[src/include/etb_pkg.sv]
`default_nettype none
// ----------------------------------------
// shared constants for trace and break control
// ----------------------------------------
package etb_pkg;
   // apb register byte offsets
   localparam logic [7:0] A_CMD   = 8'h00;
   localparam logic [7:0] A_STAT  = 8'h04;
   localparam logic [7:0] A_CTRL  = 8'h08;
   localparam logic [7:0] A_BP0   = 8'h0C;
   localparam logic [7:0] A_BP1   = 8'h10;
   localparam logic [7:0] A_TIMER = 8'h14;
   localparam logic [7:0] A_MMAP  = 8'h18;
   localparam logic [7:0] A_IMAP  = 8'h1C;
   localparam logic [7:0] A_TIDX  = 8'h20;
   localparam logic [7:0] A_TDAT  = 8'h24;
   localparam logic [7:0] A_PINS  = 8'h28;
   // command, control and status bit positions
   localparam int CMD_RUN  = 0;
   localparam int CMD_STOP = 1;
   localparam int CTL_TO   = 0;
   localparam int CTL_BP0  = 1;
   localparam int CTL_PRB  = 3;
   localparam int ST_RUN   = 0;
   localparam int ST_NOTE  = 1;
   localparam int ST_ERR   = 2;
   localparam int ST_CLK   = 3;
   localparam int ST_CAUSE = 8;
   localparam int ST_CNT   = 16;
   // break cause bits
   localparam int C_BP0  = 0;
   localparam int C_PRB  = 2;
   localparam int C_GRD  = 3;
   localparam int C_TO   = 4;
   localparam int C_HOST = 5;
   localparam int CAUSE_W = 6;
   // reset values: timeout on, every block guarded
   localparam logic [31:0] CTRL_RST = 32'h0000_0001;
   localparam logic [31:0] MAP_RST  = 32'hFFFF_0000;
   // sizes
   localparam int BP_W     = 24;
   localparam int NUM_BP   = 2;
   localparam int TMR_W    = 16;
   localparam int TRC_DEPTH = 44;
   localparam int TRC_AW   = 6;
   localparam int TRC_W    = 32;
   localparam int PIN_W    = 8;
   localparam int MAP_NX   = 16;
   localparam int MEM_LSB  = 12;
   localparam int IO_LSB   = 4;
   // timing
   localparam int CLK_HZ   = 25_000_000;
   localparam int EMU_HZ   = 2_000_000;
   localparam int INT_DIV  = CLK_HZ / EMU_HZ;
   localparam int TO_MS    = 250;
   localparam int TO_CYC   = (CLK_HZ / 1000) * TO_MS;
   typedef enum logic [1:0] {
      ETB_IDLE = 2'b00,
      ETB_RUN  = 2'b01,
      ETB_BRK  = 2'b10,
      ETB_XFER = 2'b11
   } etb_state_e;
endpackage : etb_pkg
`default_nettype wire

[src/include/etb_trace_if.sv]
`default_nettype none
// ----------------------------------------
// trace memory port bundle
// ----------------------------------------
interface etb_trace_if;
   logic                       wr_en;
   logic [etb_pkg::TRC_AW-1:0] wr_addr;
   logic [etb_pkg::TRC_W-1:0]  wr_data;
   logic [etb_pkg::TRC_AW-1:0] rd_addr;
   logic [etb_pkg::TRC_W-1:0]  rd_data;
   modport ctl (output wr_en, wr_addr, wr_data, rd_addr, input rd_data);
   modport mem (input wr_en, wr_addr, wr_data, rd_addr, output rd_data);
endinterface : etb_trace_if
`default_nettype wire

[src/design/etb_trace_mem.sv]
`default_nettype none
// ----------------------------------------
// cycle record store, registered read
// ----------------------------------------
module etb_trace_mem (
   input wire logic core_clk, // system clock
   input wire logic nrst,     // sync reset, active low
   input wire logic ce,       // clock enable
   etb_trace_if.mem tif       // write and read port
);
   logic [etb_pkg::TRC_W-1:0] mem [etb_pkg::TRC_DEPTH];

   // storage carries no reset; an index past the records written reads an unwritten entry
   always_ff @(posedge core_clk) begin
      if (ce && tif.wr_en) begin
         mem[tif.wr_addr] <= tif.wr_data;
      end
   end

   // read data from a flop so the bus mux sees a clean value
   always_ff @(posedge core_clk) begin
      if (!nrst) begin
         tif.rd_data <= '0;
      end else if (ce) begin
         tif.rd_data <= mem[tif.rd_addr];
      end
   end
endmodule : etb_trace_mem
`default_nettype wire

[src/design/etb_bp_cmp.sv]
`default_nettype none
// ----------------------------------------
// breakpoint comparators
// ----------------------------------------
module etb_bp_cmp #(
   parameter int NUM = etb_pkg::NUM_BP, // comparator count
   parameter int W   = etb_pkg::BP_W    // compared width
) (
   input wire logic [NUM*W-1:0] bp_vals, // packed breakpoints
   input wire logic [W-1:0]     key,     // status and address
   input wire logic [NUM-1:0]   en,      // per comparator enable
   output logic     [NUM-1:0]   hit      // match per comparator
);
   // every bit must match, no masking
   for (genvar i = 0; i < NUM; i++) begin : g_cmp
      assign hit[i] = en[i] && (bp_vals[i*W +: W] == key);
   end
endmodule : etb_bp_cmp
`default_nettype wire

[src/design/etb_ctrl.sv]
// Design decisions made here: the APB interface to the registers and the register offsets.
`default_nettype none
// ----------------------------------------
// emulation trace and break control
// ----------------------------------------
// Notes on behaviour
// host commands and emulator status pass through bus registers
// each emulated machine cycle is recorded while running
// two 24-bit breakpoint registers loadable before a run
// status and address compared each cycle; a match ends the run
// probe going true raises a break
// processor is notified of host commands and breaks
// processor copies trace, pins and cause to host memory
// error conditions reported with break information
// timer counts phase-two clock ticks only while running
// emulation starts only on the host start command
// access to a nonexistent block ends the run
// quarter second of inactivity ends the run
// inactivity timeout switchable by host setting
// block map holds host or target location of each block
// each access steered to host or target bus by the map
// emulator processor may master the host bus
// at break, pins latched then trace transfer commanded
// target bus driving disabled from break until next run
// emulated clock internal 2 MHz or derived from target
// clock source fixed by board strap, not by software
// cable drivers drive the socket only when enabled
// trace keeps the newest 44 cycles, overwriting older
// elapsed timer is 16 bits
// sixteen 4K memory and sixteen 16-port io blocks
// full 24-bit match; break cause recorded for host
module etb_ctrl #(
   parameter int unsigned TO_CYCLES = etb_pkg::TO_CYC // inactivity limit
) (
   input wire logic        core_clk,      // system clock
   input wire logic        nrst,          // sync reset, active low
   input wire logic        ce,            // clock enable
   input wire logic        psel,          // apb select
   input wire logic        penable,       // apb enable
   input wire logic        pwrite,        // apb direction
   input wire logic [7:0]  paddr,         // apb byte address
   input wire logic [31:0] pwdata,        // apb write data
   output logic            pready,        // apb ready
   output logic     [31:0] prdata,        // apb read data
   output logic            pslverr,       // apb error
   input wire logic        clk_sel_strap, // board strap: 1 = target clock
   input wire logic        tgt_clk,       // target-derived clock level
   output logic            emu_tick,      // phase-two tick to emulated cpu
   input wire logic        cyc_valid,     // machine cycle strobe
   input wire logic        cyc_io,        // cycle is an io access
   input wire logic [7:0]  cyc_status,    // cpu status byte
   input wire logic [15:0] cyc_addr,      // cycle address
   input wire logic [7:0]  cyc_data,      // cycle data
   input wire logic        cpu_active,    // cpu not waiting or halted
   input wire logic        probe,         // user probe level
   input wire logic [7:0]  pins_in,       // selected cpu pin states
   output logic            emu_run,       // emulation running
   output logic            route_tgt,     // access goes to target bus
   output logic            tgt_drive_en,  // cable driver enable
   output logic            hbus_req,      // host bus master request
   input wire logic        hbus_gnt,      // host bus granted
   output logic            notify,        // command or break pending
   input wire logic        proc_ack,      // processor took notification
   output logic            xfer_req,      // trace transfer command
   input wire logic        xfer_done      // status block copied
);
   localparam int TOW = $clog2(TO_CYCLES + 1);
   localparam int DW  = $clog2(etb_pkg::INT_DIV);

   etb_pkg::etb_state_e st_reg, st_next;
   etb_trace_if tif ();

   logic [31:0] ctrl_reg, mmap_reg, imap_reg, rd_mux;
   logic [etb_pkg::BP_W-1:0] bp_reg [etb_pkg::NUM_BP];
   logic [etb_pkg::NUM_BP*etb_pkg::BP_W-1:0] bp_pack;
   logic [etb_pkg::NUM_BP-1:0] bp_hit;
   logic [etb_pkg::TMR_W-1:0] tmr_reg;
   logic [etb_pkg::TRC_AW-1:0] wptr_reg, tidx_reg, oldest;
   logic [etb_pkg::TRC_AW:0] rsum;
   logic [etb_pkg::PIN_W-1:0] pins_reg;
   logic [etb_pkg::CAUSE_W-1:0] cause_reg, cause_new;
   logic [TOW-1:0] to_cnt_reg;
   logic [DW-1:0] div_reg;
   logic [31:0] map_sel;
   logic [3:0] blk;
   logic full_reg, err_reg, cmd_flag_reg, brk_flag_reg;
   logic clk_sel_reg, sel_cap_reg, tgt_prev_reg, prb_prev_reg;
   logic int_tick, acc_wr, mapped, run_go, stop_go;
   logic acc_guard, live, brk_any, to_hit;

   // ----------------------------------------
   // apb slave
   // ----------------------------------------
   // ready follows ce so a frozen block never completes a transfer
   assign pready = ce;
   assign acc_wr = psel && penable && pwrite && ce;
   assign pslverr = psel && penable && !mapped;

   // decode; unmapped offsets answer with an error and zero data
   always_comb begin
      mapped = 1'b1;
      rd_mux = '0;
      unique case (paddr)
         etb_pkg::A_CMD:   rd_mux = '0;
         etb_pkg::A_STAT: begin
            rd_mux[etb_pkg::ST_RUN] = emu_run;
            rd_mux[etb_pkg::ST_NOTE] = notify;
            rd_mux[etb_pkg::ST_ERR] = err_reg;
            rd_mux[etb_pkg::ST_CLK] = clk_sel_reg;
            rd_mux[etb_pkg::ST_CAUSE +: etb_pkg::CAUSE_W] = cause_reg;
            rd_mux[etb_pkg::ST_CNT +: etb_pkg::TRC_AW] =
               full_reg ? etb_pkg::TRC_AW'(etb_pkg::TRC_DEPTH) : wptr_reg;
         end
         etb_pkg::A_CTRL:  rd_mux = ctrl_reg;
         etb_pkg::A_BP0:   rd_mux = {8'h00, bp_reg[0]};
         etb_pkg::A_BP1:   rd_mux = {8'h00, bp_reg[1]};
         etb_pkg::A_TIMER: rd_mux = {16'h0000, tmr_reg};
         etb_pkg::A_MMAP:  rd_mux = mmap_reg;
         etb_pkg::A_IMAP:  rd_mux = imap_reg;
         etb_pkg::A_TIDX:  rd_mux = {26'h0, tidx_reg};
         etb_pkg::A_TDAT:  rd_mux = tif.rd_data;
         etb_pkg::A_PINS:  rd_mux = {24'h0, pins_reg};
         default:          mapped = 1'b0;
      endcase
   end

   // read data captured in the setup phase
   always_ff @(posedge core_clk) begin
      if (!nrst) begin
         prdata <= '0;
      end else if (ce && psel && !penable) begin
         prdata <= rd_mux;
      end
   end

   // host command decode
   assign run_go = acc_wr && (paddr == etb_pkg::A_CMD) &&
                   pwdata[etb_pkg::CMD_RUN] && (st_reg == etb_pkg::ETB_IDLE);
   assign stop_go = acc_wr && (paddr == etb_pkg::A_CMD) && pwdata[etb_pkg::CMD_STOP];

   // configuration registers, writable at any time
   always_ff @(posedge core_clk) begin
      if (!nrst) begin
         ctrl_reg <= etb_pkg::CTRL_RST;
         mmap_reg <= etb_pkg::MAP_RST;
         imap_reg <= etb_pkg::MAP_RST;
         bp_reg[0] <= '0;
         bp_reg[1] <= '0;
         tidx_reg <= '0;
      end else if (acc_wr) begin
         unique case (paddr)
            etb_pkg::A_CTRL: ctrl_reg <= pwdata;
            etb_pkg::A_BP0:  bp_reg[0] <= pwdata[etb_pkg::BP_W-1:0];
            etb_pkg::A_BP1:  bp_reg[1] <= pwdata[etb_pkg::BP_W-1:0];
            etb_pkg::A_MMAP: mmap_reg <= pwdata;
            etb_pkg::A_IMAP: imap_reg <= pwdata;
            etb_pkg::A_TIDX: begin
               // indices past the record depth are dropped
               if (pwdata[31:0] < 32'(etb_pkg::TRC_DEPTH)) begin
                  tidx_reg <= pwdata[etb_pkg::TRC_AW-1:0];
               end
            end
            default: ;
         endcase
      end
   end

   // ----------------------------------------
   // clock source and phase-two tick
   // ----------------------------------------
   // strap caught once after reset so software cannot change it
   always_ff @(posedge core_clk) begin
      if (!nrst) begin
         sel_cap_reg <= 1'b0;
         clk_sel_reg <= 1'b0;
      end else if (ce && !sel_cap_reg) begin
         sel_cap_reg <= 1'b1;
         clk_sel_reg <= clk_sel_strap;
      end
   end

   // internal generator; integer divide lands a little above 2 MHz
   always_ff @(posedge core_clk) begin
      if (!nrst) begin
         div_reg <= '0;
         tgt_prev_reg <= 1'b0;
      end else if (ce) begin
         div_reg <= int_tick ? '0 : div_reg + 1'b1;
         tgt_prev_reg <= tgt_clk;
      end
   end
   assign int_tick = (div_reg == DW'(etb_pkg::INT_DIV - 1));
   assign emu_tick = ce && (clk_sel_reg ? (tgt_clk && !tgt_prev_reg) : int_tick);

   // ----------------------------------------
   // block map and bus steering
   // ----------------------------------------
   always_comb begin
      map_sel = cyc_io ? imap_reg : mmap_reg;
      blk = cyc_io ? cyc_addr[etb_pkg::IO_LSB +: 4] : cyc_addr[etb_pkg::MEM_LSB +: 4];
   end
   assign route_tgt = map_sel[blk];
   assign acc_guard = map_sel[etb_pkg::MAP_NX + 32'(blk)];
   // target side is quiet outside a run
   assign tgt_drive_en = emu_run && route_tgt;
   // host bus is borrowed for host-mapped accesses and the copy-out
   assign hbus_req = (emu_run && cyc_valid && !route_tgt) ||
                     (st_reg == etb_pkg::ETB_XFER);
   assign xfer_req = (st_reg == etb_pkg::ETB_XFER) && hbus_gnt;

   // ----------------------------------------
   // break detection
   // ----------------------------------------
   assign emu_run = (st_reg == etb_pkg::ETB_RUN);
   assign live = ce && emu_run;
   assign bp_pack = {bp_reg[1], bp_reg[0]};

   etb_bp_cmp #(
      .NUM (etb_pkg::NUM_BP),
      .W   (etb_pkg::BP_W)
   ) u_cmp (
      .bp_vals (bp_pack),
      .key     ({cyc_status, cyc_addr}),
      .en      ({2{cyc_valid}} & ctrl_reg[etb_pkg::CTL_BP0 +: etb_pkg::NUM_BP]),
      .hit     (bp_hit)
   );

   assign to_hit = ctrl_reg[etb_pkg::CTL_TO] && !cpu_active &&
                   (to_cnt_reg == TOW'(TO_CYCLES - 1));

   // several causes in one cycle are all kept
   always_comb begin
      cause_new = '0;
      cause_new[etb_pkg::C_BP0 +: etb_pkg::NUM_BP] = bp_hit;
      cause_new[etb_pkg::C_PRB] = ctrl_reg[etb_pkg::CTL_PRB] && probe && !prb_prev_reg;
      cause_new[etb_pkg::C_GRD] = cyc_valid && acc_guard;
      cause_new[etb_pkg::C_TO] = to_hit;
      cause_new[etb_pkg::C_HOST] = stop_go;
   end
   assign brk_any = |cause_new;

   // inactivity counter restarts on any activity
   always_ff @(posedge core_clk) begin
      if (!nrst) begin
         to_cnt_reg <= '0;
         prb_prev_reg <= 1'b0;
      end else if (ce) begin
         prb_prev_reg <= probe;
         if (!emu_run || cpu_active) begin
            to_cnt_reg <= '0;
         end else if (to_cnt_reg != TOW'(TO_CYCLES - 1)) begin
            to_cnt_reg <= to_cnt_reg + 1'b1;
         end
      end
   end

   // ----------------------------------------
   // run control
   // ----------------------------------------
   always_comb begin
      st_next = st_reg;
      unique case (st_reg)
         etb_pkg::ETB_IDLE: if (run_go) st_next = etb_pkg::ETB_RUN;
         etb_pkg::ETB_RUN:  if (brk_any) st_next = etb_pkg::ETB_BRK;
         etb_pkg::ETB_BRK:  st_next = etb_pkg::ETB_XFER;
         etb_pkg::ETB_XFER: if (xfer_done) st_next = etb_pkg::ETB_IDLE;
      endcase
   end

   always_ff @(posedge core_clk) begin
      if (!nrst) begin
         st_reg <= etb_pkg::ETB_IDLE;
      end else if (ce) begin
         st_reg <= st_next;
      end
   end

   // cause and error held from the break until the next start
   always_ff @(posedge core_clk) begin
      if (!nrst) begin
         cause_reg <= '0;
         err_reg <= 1'b0;
      end else if (ce && run_go) begin
         cause_reg <= '0;
         err_reg <= 1'b0;
      end else if (live && brk_any) begin
         cause_reg <= cause_new;
         err_reg <= cause_new[etb_pkg::C_GRD];
      end
   end

   // pin states frozen at the break
   always_ff @(posedge core_clk) begin
      if (!nrst) begin
         pins_reg <= '0;
      end else if (ce && st_reg == etb_pkg::ETB_BRK) begin
         pins_reg <= pins_in;
      end
   end

   // notification; a new event wins over an ack in the same cycle
   always_ff @(posedge core_clk) begin
      if (!nrst) begin
         cmd_flag_reg <= 1'b0;
         brk_flag_reg <= 1'b0;
      end else if (ce) begin
         if (acc_wr && paddr == etb_pkg::A_CMD) begin
            cmd_flag_reg <= 1'b1;
         end else if (proc_ack) begin
            cmd_flag_reg <= 1'b0;
         end
         if (st_reg == etb_pkg::ETB_BRK) begin
            brk_flag_reg <= 1'b1;
         end else if (proc_ack) begin
            brk_flag_reg <= 1'b0;
         end
      end
   end
   assign notify = cmd_flag_reg || brk_flag_reg;

   // elapsed time in phase-two ticks, wraps at 16 bits
   always_ff @(posedge core_clk) begin
      if (!nrst) begin
         tmr_reg <= '0;
      end else if (run_go) begin
         tmr_reg <= '0;
      end else if (live && emu_tick) begin
         tmr_reg <= tmr_reg + 1'b1;
      end
   end

   // ----------------------------------------
   // trace capture
   // ----------------------------------------
   assign tif.wr_en = live && cyc_valid;
   assign tif.wr_addr = wptr_reg;
   assign tif.wr_data = {cyc_status, cyc_addr, cyc_data};

   // circular pointer: once full the oldest record is overwritten
   always_ff @(posedge core_clk) begin
      if (!nrst) begin
         wptr_reg <= '0;
         full_reg <= 1'b0;
      end else if (tif.wr_en) begin
         if (wptr_reg == etb_pkg::TRC_AW'(etb_pkg::TRC_DEPTH - 1)) begin
            wptr_reg <= '0;
            full_reg <= 1'b1;
         end else begin
            wptr_reg <= wptr_reg + 1'b1;
         end
      end
   end

   // index 0 reads the oldest record held
   always_comb begin
      oldest = full_reg ? wptr_reg : '0;
      rsum = {1'b0, oldest} + {1'b0, tidx_reg};
      tif.rd_addr = (rsum >= (etb_pkg::TRC_AW + 1)'(etb_pkg::TRC_DEPTH)) ?
         etb_pkg::TRC_AW'(rsum - (etb_pkg::TRC_AW + 1)'(etb_pkg::TRC_DEPTH)) :
         etb_pkg::TRC_AW'(rsum);
   end

   etb_trace_mem u_mem (
      .core_clk (core_clk),
      .nrst     (nrst),
      .ce       (ce),
      .tif      (tif.mem)
   );
endmodule : etb_ctrl
`default_nettype wire

[config.mk]
export PLATFORM = sky130hd
export DESIGN_NAME = etb_ctrl
export DESIGN_NICKNAME = d
export VERILOG_FILES = /design/src/include/etb_pkg.sv /design/src/include/etb_trace_if.sv /design/src/design/etb_trace_mem.sv /design/src/design/etb_bp_cmp.sv /design/src/design/etb_ctrl.sv
export SDC_FILE = /design/constraint.sdc
export NUM_CORES = 2
export LEC_CHECK = 0
export ABC_AREA = 1
export BUFFER_PORTS_ARGS = -buffer_cell sky130_fd_sc_hd__clkbuf_2
export CAP_MARGIN = 20
export CORE_MARGIN = 4
export CORE_UTILIZATION = 38
export DETAILED_ROUTE_END_ITERATION = 12
export PLACE_DENSITY = 0.53
export SYNTH_ARGS = -nofsm -noshare
export SYNTH_HDL_FRONTEND = slang
export SYNTH_HIERARCHICAL = 1
export SYNTH_SLANG_ARGS = --single-unit
[constraint.sdc]
create_clock -name core_clk -period 7.53 [get_ports core_clk]
set_clock_uncertainty 0.2 [all_clocks]
set_input_delay 0.753 -clock core_clk [delete_from_list [all_inputs] [get_ports core_clk]]
set_output_delay 0.753 -clock core_clk [all_outputs]
set_load 0.005 [all_outputs]
==> results.toml <==
[outcome]
status = "finished, final reports clean"

[clocking]
cts_root_buffer = "clkbuf_16"
clock_path_buffers = 3
clkLatencyLatePin_ns = 0.83
hold_buffers = 18
cts-buffers-inserted = 180
clock_sinks = 1694
ctsResizeCount = 0
tritoncts = "built"
post_cts_buffers = 0
cts.htree.levels = 4
clkTransAtPathRegs_ns = 0.06

[synth]
syn_area_per_cell_um2 = 10.4
synth_fp_nets = 6955
synth_ff_type = "edfxtp_1"
synth_area_mm2 = 0.0715
synth_edf_count = 1456
synth_top_cell_area_share_pct = 61.2
synth_cell_type_count = 52
synth.area.top_cells = "edfxtp_1 61%, nand2_1 11%, nand3_1 7.6%"
synth-seq-area-share_pct = 67.9
yosys.area.top_type = "edfxtp_1"
async_flop_share_pct = 0
syn-instance-count = 6843
synth_warnings = 6
yosys_register_bits = 1694

[die]
coreArea_mm2 = 0.186
initial_utilization_pct = 38.4
die_h_um = 442
fp.dieW_um = 442
rows = 158
ioPinCount = 136
die-area_mm2 = 0.195

[job]
cap_violations = 0

[global_routing]
grt_max_degree = 201
grt_pass1_wl_um = 337000
first_global_vias = 48020
grt.overflow.total = 0
grt_antenna_before_repair = 4
grt_util_all_layers_pct = 23.0

[critical_path]
critPathKind = "reg -> reg"
cp_max_fo = 122
reg2regPathDepth = 20
r2r_start = "tif.wr_addr[0]"
worst_setup_path_end_kind = "register"
regToRegEndpoint = "u_mem/tif.rd_data[9]"
crit_path_start = "tif.wr_addr[0]"
cp.arrival_ns = 5.81
start_kind = "register"
required_ns = 8.06
reg2reg_slack_ns = 2.25
critPathCapture = "u_mem/tif.rd_data[9]"

[timing]
fin_crit_sh_pct = 70.1
setup-tns-final_ns = 0
tightest_slew_ns = 1.16
hold_viol = 0
min_period_ns = 5.28
setup_ws_ns = 2.25
slew_violations = 0
slew_headroom_pct = 21.5
clock.fmax_mhz = 189
setup_viol = 0
rsz0062_at_grt = "no"

[route]
drc_errors = 0
final_antenna_net_count = 0
avgViaCountPerCell = 5.39
wl_per_cell_um = 24.3
route.final.wire_length_um = 232000
first_pass_iters = 6
num_vias = 51435
drtIter0Drc = 5537

[cells_and_area]
num-nets-final = 7027
instances_no_fill = 9551
largest_register_ff_count = 1408
drive_gt1_share_pct = 8.70
area_growth_pct = 13.1

[worst_hold_path]
hold_class = "in -> reg"

[power_and_ir_drop]
power_mw = 19.5
max-vdd-ir-drop_mv = 0.203
power_density_mw_per_mm2 = 241
leakage_nw = 29.9

[placement]
dp_hpwl_um = 138000
place_inst = 9193
pre_cts_slack_ns = 2.39
io_buffer_count = 135
gp_congestion = 0.890
## placed cells by master, fill, tap and decap left out, drive strengths merged, types with 4 or more instances in the layout
cell type | netlist | routed
o211ai | 45 | 45
or2 | 4 | 4
nand3 | 1087 | 1087
o31ai | 6 | 6
inv | 358 | 368
buf | 278 | 130
nand2 | 2194 | 2194
o2111ai | 5 | 5
dfxtp | 238 | 238
clkbuf | 114 | 371
xnor2 | 14 | 14
xor2 | 18 | 18
clkinv | 5 | 78
bufinv | 0 | 12
ha | 16 | 16
a21oi | 246 | 246
o22ai | 23 | 23
nor4 | 7 | 7
dlygate4sd3 | 0 | 18
clkinvlp | 0 | 4
edfxtp | 1456 | 1456
nand4 | 39 | 39
a31oi | 10 | 10
o21ai | 286 | 286
nor3 | 41 | 41
nor2 | 316 | 316
a211oi | 15 | 15
## where the power goes
group / internal, mW / switching, mW
Clock: 5.02 / 3.79
Combinational: 0.0937 / 0.352
Sequential: 10.2 / 0.0533
Total: 15.3 / 4.19
## cell usage after synthesis, drive strengths merged, types with 16 or more instances
| library cell | count |
|---|---|
| a21oi | 246 |
| nand2 | 2194 |
| nand3 | 1087 |
| clkbuf | 114 |
| o211ai | 45 |
| nor2 | 316 |
| xor2 | 18 |
| dfxtp | 238 |
| nand4 | 39 |
| edfxtp | 1456 |
| inv | 358 |
| o22ai | 23 |
| o21ai | 286 |
| nor3 | 41 |
| ha | 16 |
| buf | 278 |
## critical path: stages (launching register included)
cell and delay (ns):
dfxtp_1 0.53, nand2_1 0.10, inv_1 0.10, ha_4 0.13
inv_1 0.04, fa_1 0.39, xnor2_1 0.54, ha_1 0.27
inv_1 0.05, o311ai_0 0.30, nand2_1 0.11, nand2_1 0.30
xor2_4 0.19, inv_8 0.75, buf_4 0.44, nand3_1 0.11
nand2_1 0.07, nand2_1 0.06, nand3_1 0.15, nand3_1 0.10
a21oi_1 0.16
## layer usage
layer,vias up,track usage [%],part of all wire [%]
met5,-,0,0.0043
met4,2,7.55,3.1
met3,342,3.96,6.9
met2,1914,36.5,47
met1,25484,32.1,43
li1,23693,-,-
## layout make-up
class | instances | area [um2]
Antenna cell | 2 | 5.00
Clock buffer | 237 | 4900
Clock inverter | 99 | 923
Fill cell | 17678 | 105000
Inverter | 363 | 1400
Multi-Input combinational cell | 4394 | 20000
Sequential cell | 1694 | 48500
Tap cell | 2480 | 3100
Timing Repair Buffer | 282 | 1970
## how the worst min path moves through the flow
| stage | start | to | slack, ns | depth (start not counted) |
|---|---|---|---|---|
| 3_5_place_dp | pins_reg[6] | pins_reg[6] | 0.25 | 2 |
| 4_1_cts | pwdata[4] | tidx_reg[4] | 0.007 | 3 |
| 2_1_floorplan | pins_reg[6] | pins_reg[6] | 0.23 | 2 |
| 3_3_place_gp | pins_reg[6] | pins_reg[6] | 0.25 | 2 |
| 6_report | pins_in[6] | pins_reg[6] | 0.05 | 3 |
| 5_1_grt | pwdata[2] | tidx_reg[2] | 0.03 | 3 |
## kinds of logic (layout without fill, tap and decap cells)
family | Yosys count | count (layout) | share of synthesized area (%)
other | 0 | 2 | 0
and+or+nand+nor | 3695 | 3695 | 21.7
AOI/OAI and AO/OA | 650 | 650 | 4.96
xor gates and xnor gates | 32 | 32 | 0.392
buffers and inverters | 755 | 981 | 4.78
DFF | 1694 | 1694 | 67.9
adders and majority gates | 17 | 17 | 0.308
## through the flow
stage               instance area [um2]  utilization, %  hold slack, ns
floorplan                         71500               -           0.230
global placement                  74700            40.1           0.246
detailed placement                74700            40.1           0.252
CTS                               80700            43.4         0.00663
global route                      80800            43.4          0.0301
finish                            80800            43.4          0.0507
No activity file was read; power rests on OpenSTA's default activity.
